--- src/design/rbc_pkg.sv ---
// Shared constants and types for the reset sequencer and config registers
// Assumes a 24-bit CPU address bus and 8-bit data bus
package rbc_pkg;

  // ==========================================================
  // Register addresses
  localparam logic [23:0] ADDR_BUS_CFG   = 24'h00ff00;
  localparam logic [23:0] ADDR_STACK_PG  = 24'h00ff01;
  localparam logic [23:0] ADDR_SYS_CTRL  = 24'h00ff02;
  localparam logic [23:0] VEC_LO_ADDR    = 24'h000000;
  localparam logic [23:0] VEC_HI_ADDR    = 24'h000001;

  // ==========================================================
  // Reset values
  localparam logic [7:0] BUS_CFG_RST_INT = 8'h30;
  localparam logic [7:0] BUS_CFG_RST_EXT = 8'hf1;
  localparam logic [7:0] STACK_PG_RST    = 8'h00;
  localparam logic [7:0] SYS_CTRL_RST    = 8'h00;
  localparam logic [7:0] FLAGS_RST       = 8'hc0;
  localparam logic [7:0] NB_RST          = 8'h01;
  localparam logic [7:0] PAGE_RST        = 8'h00;
  localparam logic [7:0] READ_MISS       = 8'h00;

  // ==========================================================
  // Field positions
  // Bus config: mode [7:6], strobe size [5:4], strobe enables [3:0]
  localparam int BSM_HI  = 7;
  localparam int BSM_LO  = 6;
  localparam int CES_HI  = 5;
  localparam int CES_LO  = 4;
  localparam int CE_MSB  = 3;
  localparam int CE_LSB  = 0;
  // System control
  localparam int REL_EN  = 7;
  localparam int WT_MSB  = 6;
  localparam int WT_LSB  = 4;
  localparam int CLK_SEL = 3;
  localparam int OSC_ON  = 2;
  localparam int VDC_HI  = 1;
  localparam int VDC_LO  = 0;
  // Flags: i1 i0 u d n v c z from msb down
  localparam logic [7:0] STACK_PG_MAX = 8'h27;

  // ==========================================================
  // Timing
  localparam int unsigned SETTLE_PERIODS = 8192;

  // ==========================================================
  // Strobe size codes and 64K decode limits
  localparam logic [1:0]  CES_64K  = 2'b11;
  localparam logic [1:0]  CES_32K  = 2'b10;
  localparam logic [1:0]  CES_16K  = 2'b01;
  localparam logic [1:0]  CES_8K   = 2'b00;
  localparam logic [15:0] K64_TOP  = 16'hefff;
  localparam logic [15:0] K32_TOP  = 16'h7fff;

  typedef enum logic [1:0] {
    RBC_SINGLE = 2'b00,
    RBC_K64    = 2'b01,
    RBC_MIN512 = 2'b10,
    RBC_MAX512 = 2'b11
  } rbc_mode_t;

  typedef enum logic [2:0] {
    RBC_HOLD   = 3'b000,
    RBC_SETTLE = 3'b001,
    RBC_VEC0   = 3'b011,
    RBC_VEC1   = 3'b010,
    RBC_VLOAD  = 3'b110,
    RBC_RUN    = 3'b111
  } rbc_state_t;

  // Mode field decode; 01 is 64K only on the external-rom variant
  function automatic rbc_mode_t rbc_mode_f(input logic [1:0] f,
                                           input logic       ext);
    case (f)
      2'b11:   rbc_mode_f = RBC_MAX512;
      2'b10:   rbc_mode_f = RBC_MIN512;
      2'b01:   rbc_mode_f = ext ? RBC_K64 : RBC_SINGLE;
      default: rbc_mode_f = ext ? RBC_K64 : RBC_SINGLE;
    endcase
  endfunction

  // 64K-mode strobe select, active high
  function automatic logic [3:0] rbc_strobe_f(input logic [15:0] a,
                                              input logic [1:0]  sz);
    rbc_strobe_f = 4'h0;
    case (sz)
      CES_64K: if (a <= K64_TOP) rbc_strobe_f = 4'h1;
      CES_32K: begin
        if (a <= K32_TOP) rbc_strobe_f = 4'h1;
        else if (a <= K64_TOP) rbc_strobe_f = 4'h2;
      end
      CES_16K: if (a <= K64_TOP) rbc_strobe_f = 4'h1 << a[15:14];
      default: if (a <= K32_TOP) rbc_strobe_f = 4'h1 << a[14:13];
    endcase
  endfunction

endpackage

--- src/design/rbc_regs.sv ---
// Reset sequencer with CPU reset values and system config registers
// Assumes a synchronous byte memory answering fetch_req one cycle later
// What this block does
// - Reset pin low holds CPU and peripherals
// - Release fetches vector bytes 000000H, 000001H
// - Power-on release waits 8192 slow periods
// - Flags clear, both interrupt masks set
// - New bank 01H, expand pages 00H
// - Vector to PC, code bank gets 01H
// - Reset leaves RAM and display memory alone
// - Config registers sit in memory space
// - Each register takes its reset value
// - Enable bits route strobes, single chip ports
// - 64K mode size field sets strobe ranges
// - Stack page zero unless 512K mode
// - Release enable repurposes two port pins
// - Wait field inserts twice value states
// - Interrupts blocked until both registers written
// - Waits only external, fast clock, after T3
// - One wait state is half CPU clock
`timescale 1ns/1ps
module rbc_regs #(
  parameter bit          EXT_ROM      = 1'b0,
  parameter int unsigned SETTLE_TICKS = rbc_pkg::SETTLE_PERIODS
) (
  input  wire logic        clk,
  input  wire logic        rst,
  input  wire logic        reset_n,
  input  wire logic        slow_tick,
  input  wire logic [7:0]  fetch_data,
  input  wire logic [23:0] bus_addr,
  input  wire logic        bus_wr,
  input  wire logic        bus_rd,
  input  wire logic [7:0]  bus_wdata,
  input  wire logic        ext_access,
  input  wire logic        t3_end,
  input  wire logic        half_tick,
  input  wire logic [3:0]  port_r3,
  input  wire logic        shared_input_pin,
  input  wire logic        release_ack_n,
  input  wire logic        port_r51,
  output logic             bus_hit,
  output logic [7:0]       bus_rdata,
  output logic             cpu_hold,
  output logic             cpu_run,
  output logic             fetch_req,
  output logic [23:0]      fetch_addr,
  output logic [15:0]      pc,
  output logic [7:0]       cpu_flags,
  output logic [7:0]       new_code_bank,
  output logic [7:0]       code_bank,
  output logic [7:0]       expand_page,
  output logic [7:0]       expand_page_x,
  output logic [7:0]       expand_page_y,
  output logic [1:0]       bus_mode,
  output logic [7:0]       stack_page,
  output logic [3:0]       strobe_pin,
  output logic             bus_release_request_n,
  output logic             shared_output_pin,
  output logic             bus_wait,
  output logic             cpu_clock_select,
  output logic             fast_osc_on,
  output logic [1:0]       voltage_mode,
  output logic             int_blocked
);

  typedef struct packed {
    rbc_pkg::rbc_state_t state;
    logic                por;
    logic [7:0]          flags;
    logic [7:0]          nb;
    logic [7:0]          cb;
    logic [7:0]          ep;
    logic [7:0]          xp;
    logic [7:0]          yp;
    logic [15:0]         pc;
    logic [7:0]          vec_lo;
    logic [7:0]          cfg0;
    logic [7:0]          cfg1;
    logic [7:0]          cfg2;
    logic                wr0;
    logic                wr1;
    logic [7:0]          rdata;
    logic [3:0]          wait_cnt;
    logic                wait_busy;
  } rbc_regs_t;

  localparam logic [7:0] CFG0_RST = EXT_ROM ? rbc_pkg::BUS_CFG_RST_EXT
                                            : rbc_pkg::BUS_CFG_RST_INT;

  // Initial state; power-on flag is kept so a pin reset never clears it
  function automatic rbc_regs_t init_f(input logic por);
    init_f           = '0;
    init_f.state     = rbc_pkg::RBC_HOLD;
    init_f.por       = por;
    init_f.flags     = rbc_pkg::FLAGS_RST;
    init_f.nb        = rbc_pkg::NB_RST;
    init_f.ep        = rbc_pkg::PAGE_RST;
    init_f.xp        = rbc_pkg::PAGE_RST;
    init_f.yp        = rbc_pkg::PAGE_RST;
    init_f.cfg0      = CFG0_RST;
    init_f.cfg1      = rbc_pkg::STACK_PG_RST;
    init_f.cfg2      = rbc_pkg::SYS_CTRL_RST;
    init_f.rdata     = rbc_pkg::READ_MISS;
  endfunction

  rbc_regs_t          s;
  rbc_regs_t          next_s;
  rbc_pkg::rbc_mode_t mode;
  logic               settle_done;
  logic               hit0;
  logic               hit1;
  logic               hit2;
  logic [2:0]         wt;
  logic [3:0]         route;
  logic [3:0]         strobe_n;

  // ==========================================================
  // Settling counter
  rbc_settle #(
    .TICKS (SETTLE_TICKS)
  ) u_settle (
    .clk       (clk),
    .rst       (rst),
    .en        (s.state == rbc_pkg::RBC_SETTLE),
    .slow_tick (slow_tick),
    .done      (settle_done)
  );

  // ==========================================================
  // Decode
  assign mode = rbc_pkg::rbc_mode_f(s.cfg0[rbc_pkg::BSM_HI:rbc_pkg::BSM_LO],
                                    EXT_ROM);
  assign hit0 = bus_addr == rbc_pkg::ADDR_BUS_CFG;
  assign hit1 = bus_addr == rbc_pkg::ADDR_STACK_PG;
  assign hit2 = bus_addr == rbc_pkg::ADDR_SYS_CTRL;
  assign wt   = s.cfg2[rbc_pkg::WT_MSB:rbc_pkg::WT_LSB];

  // ==========================================================
  // Next state
  always_comb begin
    next_s = s;
    case (s.state)
      rbc_pkg::RBC_HOLD: begin
        next_s.state = s.por ? rbc_pkg::RBC_SETTLE
                             : rbc_pkg::RBC_VEC0;
      end
      rbc_pkg::RBC_SETTLE: begin
        if (settle_done) begin
          next_s.state = rbc_pkg::RBC_VEC0;
          next_s.por   = 1'b0;
        end
      end
      rbc_pkg::RBC_VEC0: begin
        next_s.state = rbc_pkg::RBC_VEC1;
      end
      rbc_pkg::RBC_VEC1: begin
        next_s.vec_lo = fetch_data;
        next_s.state  = rbc_pkg::RBC_VLOAD;
      end
      rbc_pkg::RBC_VLOAD: begin
        next_s.pc    = {fetch_data, s.vec_lo};
        next_s.cb    = rbc_pkg::NB_RST;
        next_s.state = rbc_pkg::RBC_RUN;
      end
      rbc_pkg::RBC_RUN: begin
        next_s.state = rbc_pkg::RBC_RUN;
      end
      default: begin
        next_s.state = rbc_pkg::RBC_HOLD;
      end
    endcase

    // Register writes and reads use ordinary memory cycles
    if (bus_wr && hit0) begin
      next_s.cfg0 = bus_wdata;
      next_s.wr0  = 1'b1;
    end
    if (bus_wr && hit1) begin
      next_s.cfg1 = bus_wdata;
      next_s.wr1  = 1'b1;
    end
    if (bus_wr && hit2) begin
      next_s.cfg2 = bus_wdata;
    end
    if (bus_rd) begin
      next_s.rdata = hit0 ? s.cfg0 :
                     hit1 ? s.cfg1 :
                     hit2 ? s.cfg2 : rbc_pkg::READ_MISS;
    end

    // Wait states: counted in half CPU clock ticks after T3
    if (s.wait_busy) begin
      if (half_tick) begin
        next_s.wait_cnt = s.wait_cnt - 4'h1;
        if (s.wait_cnt == 4'h1) begin
          next_s.wait_busy = 1'b0;
        end
      end
    end else if (t3_end && ext_access && (wt != 3'h0)
                 && s.cfg2[rbc_pkg::CLK_SEL]) begin
      next_s.wait_cnt  = {wt, 1'b0};
      next_s.wait_busy = 1'b1;
    end

    // Pin reset overrides everything; RAM is not touched here
    if (!reset_n) begin
      next_s = init_f(s.por);
    end
  end

  always_ff @(posedge clk or posedge rst) begin
    if (rst) begin
      s <= init_f(1'b1);
    end else begin
      s <= next_s;
    end
  end

  // ==========================================================
  // Pin routing
  assign route    = (mode == rbc_pkg::RBC_SINGLE) ? 4'h0
                    : s.cfg0[rbc_pkg::CE_MSB:rbc_pkg::CE_LSB];
  // 512K strobes come from the bus unit's own decoder, idle here
  assign strobe_n = ~(((mode == rbc_pkg::RBC_K64) && ext_access
                       && (bus_addr[23:16] == 8'h00))
                      ? rbc_pkg::rbc_strobe_f(bus_addr[15:0],
                          s.cfg0[rbc_pkg::CES_HI:rbc_pkg::CES_LO])
                      : 4'h0);

  for (genvar i = 0; i < 4; i++) begin : g_pin
    assign strobe_pin[i] = route[i] ? strobe_n[i] : port_r3[i];
  end

  assign bus_release_request_n = s.cfg2[rbc_pkg::REL_EN]
                                 ? shared_input_pin : 1'b1;
  assign shared_output_pin     = s.cfg2[rbc_pkg::REL_EN]
                                 ? release_ack_n : port_r51;

  // ==========================================================
  // Outputs
  assign bus_hit          = hit0 || hit1 || hit2;
  assign bus_rdata        = s.rdata;
  assign cpu_hold         = s.state != rbc_pkg::RBC_RUN;
  assign cpu_run          = s.state == rbc_pkg::RBC_RUN;
  assign fetch_req        = (s.state == rbc_pkg::RBC_VEC0)
                            || (s.state == rbc_pkg::RBC_VEC1);
  assign fetch_addr       = (s.state == rbc_pkg::RBC_VEC1)
                            ? rbc_pkg::VEC_HI_ADDR
                            : rbc_pkg::VEC_LO_ADDR;
  assign pc               = s.pc;
  assign cpu_flags        = s.flags;
  assign new_code_bank    = s.nb;
  assign code_bank        = s.cb;
  assign expand_page      = s.ep;
  assign expand_page_x    = s.xp;
  assign expand_page_y    = s.yp;
  assign bus_mode         = mode;
  assign stack_page       = ((mode == rbc_pkg::RBC_MIN512)
                             || (mode == rbc_pkg::RBC_MAX512))
                            ? s.cfg1 : 8'h00;
  assign bus_wait         = s.wait_busy;
  assign cpu_clock_select = s.cfg2[rbc_pkg::CLK_SEL];
  assign fast_osc_on      = s.cfg2[rbc_pkg::OSC_ON];
  assign voltage_mode     = s.cfg2[rbc_pkg::VDC_HI:rbc_pkg::VDC_LO];
  assign int_blocked      = !(s.wr0 && s.wr1);
endmodule

--- src/design/rbc_settle.sv ---
// Oscillator settling counter, counts slow oscillator periods
// Assumes slow_tick is a one-cycle pulse per slow oscillator period
`timescale 1ns/1ps
module rbc_settle #(
  parameter int unsigned TICKS = rbc_pkg::SETTLE_PERIODS
) (
  input  wire logic clk,
  input  wire logic rst,
  input  wire logic en,
  input  wire logic slow_tick,
  output logic      done
);

  localparam int W = $clog2(TICKS + 1);

  typedef struct packed {
    logic [W-1:0] cnt;
  } rbc_settle_t;

  rbc_settle_t s;
  rbc_settle_t next_s;

  // ==========================================================
  // Count while enabled, restart from zero whenever disabled
  always_comb begin
    next_s = s;
    if (!en) begin
      next_s.cnt = '0;
    end else if (slow_tick && (s.cnt != W'(TICKS))) begin
      next_s.cnt = s.cnt + W'(1);
    end
  end

  always_ff @(posedge clk or posedge rst) begin
    if (rst) begin
      s <= '0;
    end else begin
      s <= next_s;
    end
  end

  assign done = en && (s.cnt == W'(TICKS));

endmodule
--- config.mk ---
export PLATFORM = sky130hd
export DESIGN_NAME = rbc_regs
export DESIGN_NICKNAME = d
export VERILOG_FILES = /design/src/design/rbc_pkg.sv /design/src/design/rbc_regs.sv /design/src/design/rbc_settle.sv
export SDC_FILE = /design/constraint.sdc
export NUM_CORES = 1
export LEC_CHECK = 0
export BUFFER_PORTS_ARGS = -buffer_cell sky130_fd_sc_hd__buf_4
export CAP_MARGIN = 0
export CORE_ASPECT_RATIO = 0.7
export CORE_MARGIN = 2
export CORE_UTILIZATION = 30
export DETAILED_ROUTE_END_ITERATION = 8
export GPL_ROUTABILITY_DRIVEN = 0
export PLACE_DENSITY = 0.66
export SLEW_MARGIN = 20
export SYNTH_ARGS = -nofsm -noshare
export SYNTH_HDL_FRONTEND = slang
export SYNTH_SLANG_ARGS = --single-unit
--- constraint.sdc ---
create_clock -name clk -period 1.9 [get_ports clk]
set_input_delay 0 -clock clk [delete_from_list [all_inputs] [get_ports clk]]
set_output_delay 0 -clock clk [all_outputs]
set_load 0.02 [all_outputs]
==> flow_summary.json <==
{
  "synth_cells": 530,
  "post_drt_via_cell_ratio": 4.18,
  "ys_ff_latch": 82,
  "timing.max_cap.violations": 0,
  "vias_in_the_first_global_route": 3412,
  "grt.total_usage": 0.127,
  "synth.distinct_cells": 54,
  "timing.max_slew.rel_slack": 0.596,
  "grt_pass1_wl_um": 17600,
  "row_count": 39,
  "timing.hold.worst.class": "primary input to register",
  "slew_of_the_pin_with_the_lowest_slew_margin_ps": 604,
  "area_growth_pct": 23.8,
  "synth_area_mm2": 0.00490,
  "place_ws_ps": 33.5,
  "vias": 3607,
  "fin_worst_skew_ps": 9.94,
  "power.static_leakage_nw": 2.97,
  "worst_hold_slack_ps": 16.5,
  "worstPathRequired_ps": 2160,
  "post_synth.cell_area_avg_um2": 9.24,
  "cts.reportedPaths.clkPinSlew_ps": 70,
  "synth_edf_count": 0,
  "detailedRoute.firstPassIterationCount": 7,
  "run_status": "complete, no violations",
  "critical_path.reg2reg.startpoint": "u_settle.s[0]$_DFFE_PP0P_",
  "core_area_mm2": 0.0162,
  "place.detailed.hpwl_um": 7970,
  "slowest_stage": "sky130_fd_sc_hd__or4b_4",
  "synth_sequential_area_ratio": 0.420,
  "timing.final.crit_share": 0.972,
  "critPathKind": "register to register",
  "finalWorstSetupSlack_ps": 53.4,
  "initial_core_util": 0.303,
  "ant_nets": 0,
  "drt-wirelength-per-cell_um": 12.7,
  "num_antenna_cells": 0,
  "global_route_congestion_overflow_total": 0,
  "finalCriticalPeriod_ps": 1850,
  "drc_errors": 0,
  "die_w_um": 157,
  "final_util": 0.376,
  "power.total_mw": 3.90,
  "max-clock-path-buffers": 2,
  "cp.arrival_ps": 2100,
  "timing.final.hold_violations": 0,
  "worstSkewPairLatency_ps": 330,
  "max_freq_mhz": 542,
  "type_of_element_launching_the_critical_path": "register",
  "synth_warnings": 0,
  "cts_buffers": 9,
  "ys.flop_type": "sky130_fd_sc_hd__dfrtp_1",
  "io_count": 178,
  "slew_violations": 0,
  "largest_net_degree_at_the_start_of_global_routing": 83,
  "final_layout_size_suffix_gt1_frac": 0.254,
  "report.final.setup_viol": 0,
  "worstSetupEndpointType": "register",
  "finish.net_count": 693,
  "synthArstFlopShare": 1.00,
  "htree_levels": 3,
  "max_fanout_on_critical_path": 5,
  "tritoncts_clock_tree": "yes",
  "layoutNonFillerInstCount": 863,
  "portBuffers": 107,
  "critical_path.cell_chain": "inv_2, ha_4, or4b_4, nor4_4, buf_4, a311oi_2, nor2_1",
  "critical_path.startpoint": "u_settle.s[0]$_DFFE_PP0P_",
  "antenna_found_initial": 0,
  "power.ir.vdd_worst_mv": 0.376,
  "detailedRoute.firstIterationViolations": 195,
  "dp_cells": 829,
  "worst_hold_startpoint": "bus_wdata[7]",
  "biggest_cell_delay_along_the_critical_path_ps": 460,
  "power.density_mw_per_mm2": 643,
  "clk_root_buffer_cell": "sky130_fd_sc_hd__clkbuf_16",
  "clock_sinks": 82,
  "routed_wl_um": 11000,
  "die_area_mm2": 0.0174,
  "die_height_um": 111
}
-- per-layer routing --
layer / GRT usage / vias up / routed length, um
li1: - / 1795 / -
met1: 0.189 / 1718 / 5640
met2: 0.183 / 88 / 4710
met3: 0.0352 / 6 / 567
met4: 0.0257 / 0 / 61
met5: 0 / - / 0
-- state kept, by name (all words and copies together) (netlist names) --
| name | flops |
|---|---|
| voltage_mode | 2 |
| bus_rdata | 8 |
| code_bank | 1 |
| fast_osc_on | 1 |
| s | 38 |
| cpu_clock_select | 1 |
| bus_wait | 1 |
| u_settle.s | 14 |
| pc | 16 |
-- repair_timing --
action	CTS	global route
endpoints found under the setup margin	0	3
hold endpoints to repair	113	0
gates resized for setup	0	7
hold buffers	16	0
buffers inserted	0	2
-- power by group --
| group | switching, mW | leakage, nW | internal (mW) |
|---|---|---|---|
| logic | 0.285 | 1.70 | 0.173 |
| registers | 0.00730 | 1.13 | 1.75 |
| clock network | 0.750 | 0.136 | 0.934 |
| total | 1.04 | 2.97 | 2.86 |
-- critical path: cells and delay by family, from the launching register on --
family                     cells  cell delay [ps]
and+or+nand+nor                3              920
adders and majority gates      1              120
AOI/OAI and AO/OA              1               80
DFF                            1              390
buffers and inverters          2              270
-- path summary, 6_finish.rpt --
| check | depth (start not counted) | slack, ps | endpoint |
|---|---|---|---|
| worst max-delay path | 7 | 50 | s[113]$_DFFE_PP0P_ |
| worst min-delay path | 3 | 20 | s[22]$_DFFE_PP0P_ |
| worst max register to register | 7 | 50 | s[113]$_DFFE_PP0P_ |
| worst min register to register | 2 | 450 | s[111]$_DFFE_PP1P_ |
| max in group asynchronous | 4 | 1180 | s[111]$_DFFE_PP1P_ |
| min in group asynchronous | 4 | 320 | s[32]$_DFFE_PP0P_ |
-- cell usage after synthesis (3+ instances only) --
cell type | number | area share
sky130_fd_sc_hd__xor2_1 | 5 | 0.0089
sky130_fd_sc_hd__ha_1 | 4 | 0.010
sky130_fd_sc_hd__clkbuf_1 | 18 | 0.014
sky130_fd_sc_hd__nand2b_1 | 7 | 0.0089
sky130_fd_sc_hd__a21boi_1 | 4 | 0.0061
sky130_fd_sc_hd__nor2b_1 | 14 | 0.018
sky130_fd_sc_hd__nand2_1 | 92 | 0.070
sky130_fd_sc_hd__o21ai_0 | 10 | 0.010
sky130_fd_sc_hd__a22o_1 | 3 | 0.0054
sky130_fd_sc_hd__or4_1 | 3 | 0.0046
sky130_fd_sc_hd__and2_1 | 10 | 0.013
sky130_fd_sc_hd__mux2i_1 | 45 | 0.092
sky130_fd_sc_hd__dfrtp_1 | 79 | 0.40
sky130_fd_sc_hd__dfstp_2 | 3 | 0.016
sky130_fd_sc_hd__nor3_1 | 3 | 0.0031
sky130_fd_sc_hd__nand4_1 | 6 | 0.0077
sky130_fd_sc_hd__inv_1 | 15 | 0.011
sky130_fd_sc_hd__a21oi_1 | 15 | 0.015
sky130_fd_sc_hd__a21o_1 | 4 | 0.0061
sky130_fd_sc_hd__buf_4 | 98 | 0.15
sky130_fd_sc_hd__nor2_1 | 25 | 0.019
sky130_fd_sc_hd__a21boi_0 | 14 | 0.021
sky130_fd_sc_hd__nand3_1 | 10 | 0.010
sky130_fd_sc_hd__and3_1 | 6 | 0.0077
-- cell families after synthesis --
group / count (synthesis) / synth area share
compound gates: 62 / 0.0858
buf+inv: 134 / 0.180
flops: 82 / 0.420
simple gates: 193 / 0.197
other cells: 2 / 0.00153
mux: 46 / 0.0942
xor+xnor: 7 / 0.0125
fa+ha+maj: 4 / 0.0102
-- metrics by stage --
stage | instance area [um2] | TNS [ps]
4_1_cts | 6030 | 0
5_1_grt | 6070 | -29.5
3_5_place_dp | 5580 | 0
3_3_place_gp | 5580 | 0
2_1_floorplan | 5160 | 0
6_report | 6070 | 0
-- cell type report --
class | instances | area, um2
fillers | 1634 | 10100
multi-input cells | 382 | 2250
flip-flops and latches | 82 | 2060
repair buffers | 143 | 1140
well taps | 225 | 282
clock buffers | 10 | 239
inverters | 15 | 60.1
clock inverters | 6 | 46.3
-- cells in the final DEF, fill, tap and decap left out, types with 7 or more instances in the layout --
| master | instances |
|---|---|
| sky130_fd_sc_hd__o21ai_0 | 10 |
| sky130_fd_sc_hd__conb_1 | 70 |
| sky130_fd_sc_hd__clkbuf_16 | 9 |
| sky130_fd_sc_hd__nand2b_1 | 7 |
| sky130_fd_sc_hd__a21oi_1 | 15 |
| sky130_fd_sc_hd__dfrtp_1 | 79 |
| sky130_fd_sc_hd__dlygate4sd3_1 | 16 |
| sky130_fd_sc_hd__nand3_1 | 10 |
| sky130_fd_sc_hd__nor2_1 | 25 |
| sky130_fd_sc_hd__and2_1 | 10 |
| sky130_fd_sc_hd__inv_1 | 12 |
| sky130_fd_sc_hd__nor2b_1 | 14 |
| sky130_fd_sc_hd__nand2_1 | 92 |
| sky130_fd_sc_hd__mux2i_1 | 45 |
| sky130_fd_sc_hd__buf_4 | 125 |
| sky130_fd_sc_hd__a21boi_0 | 14 |
(Power assumes the default switching activity.)
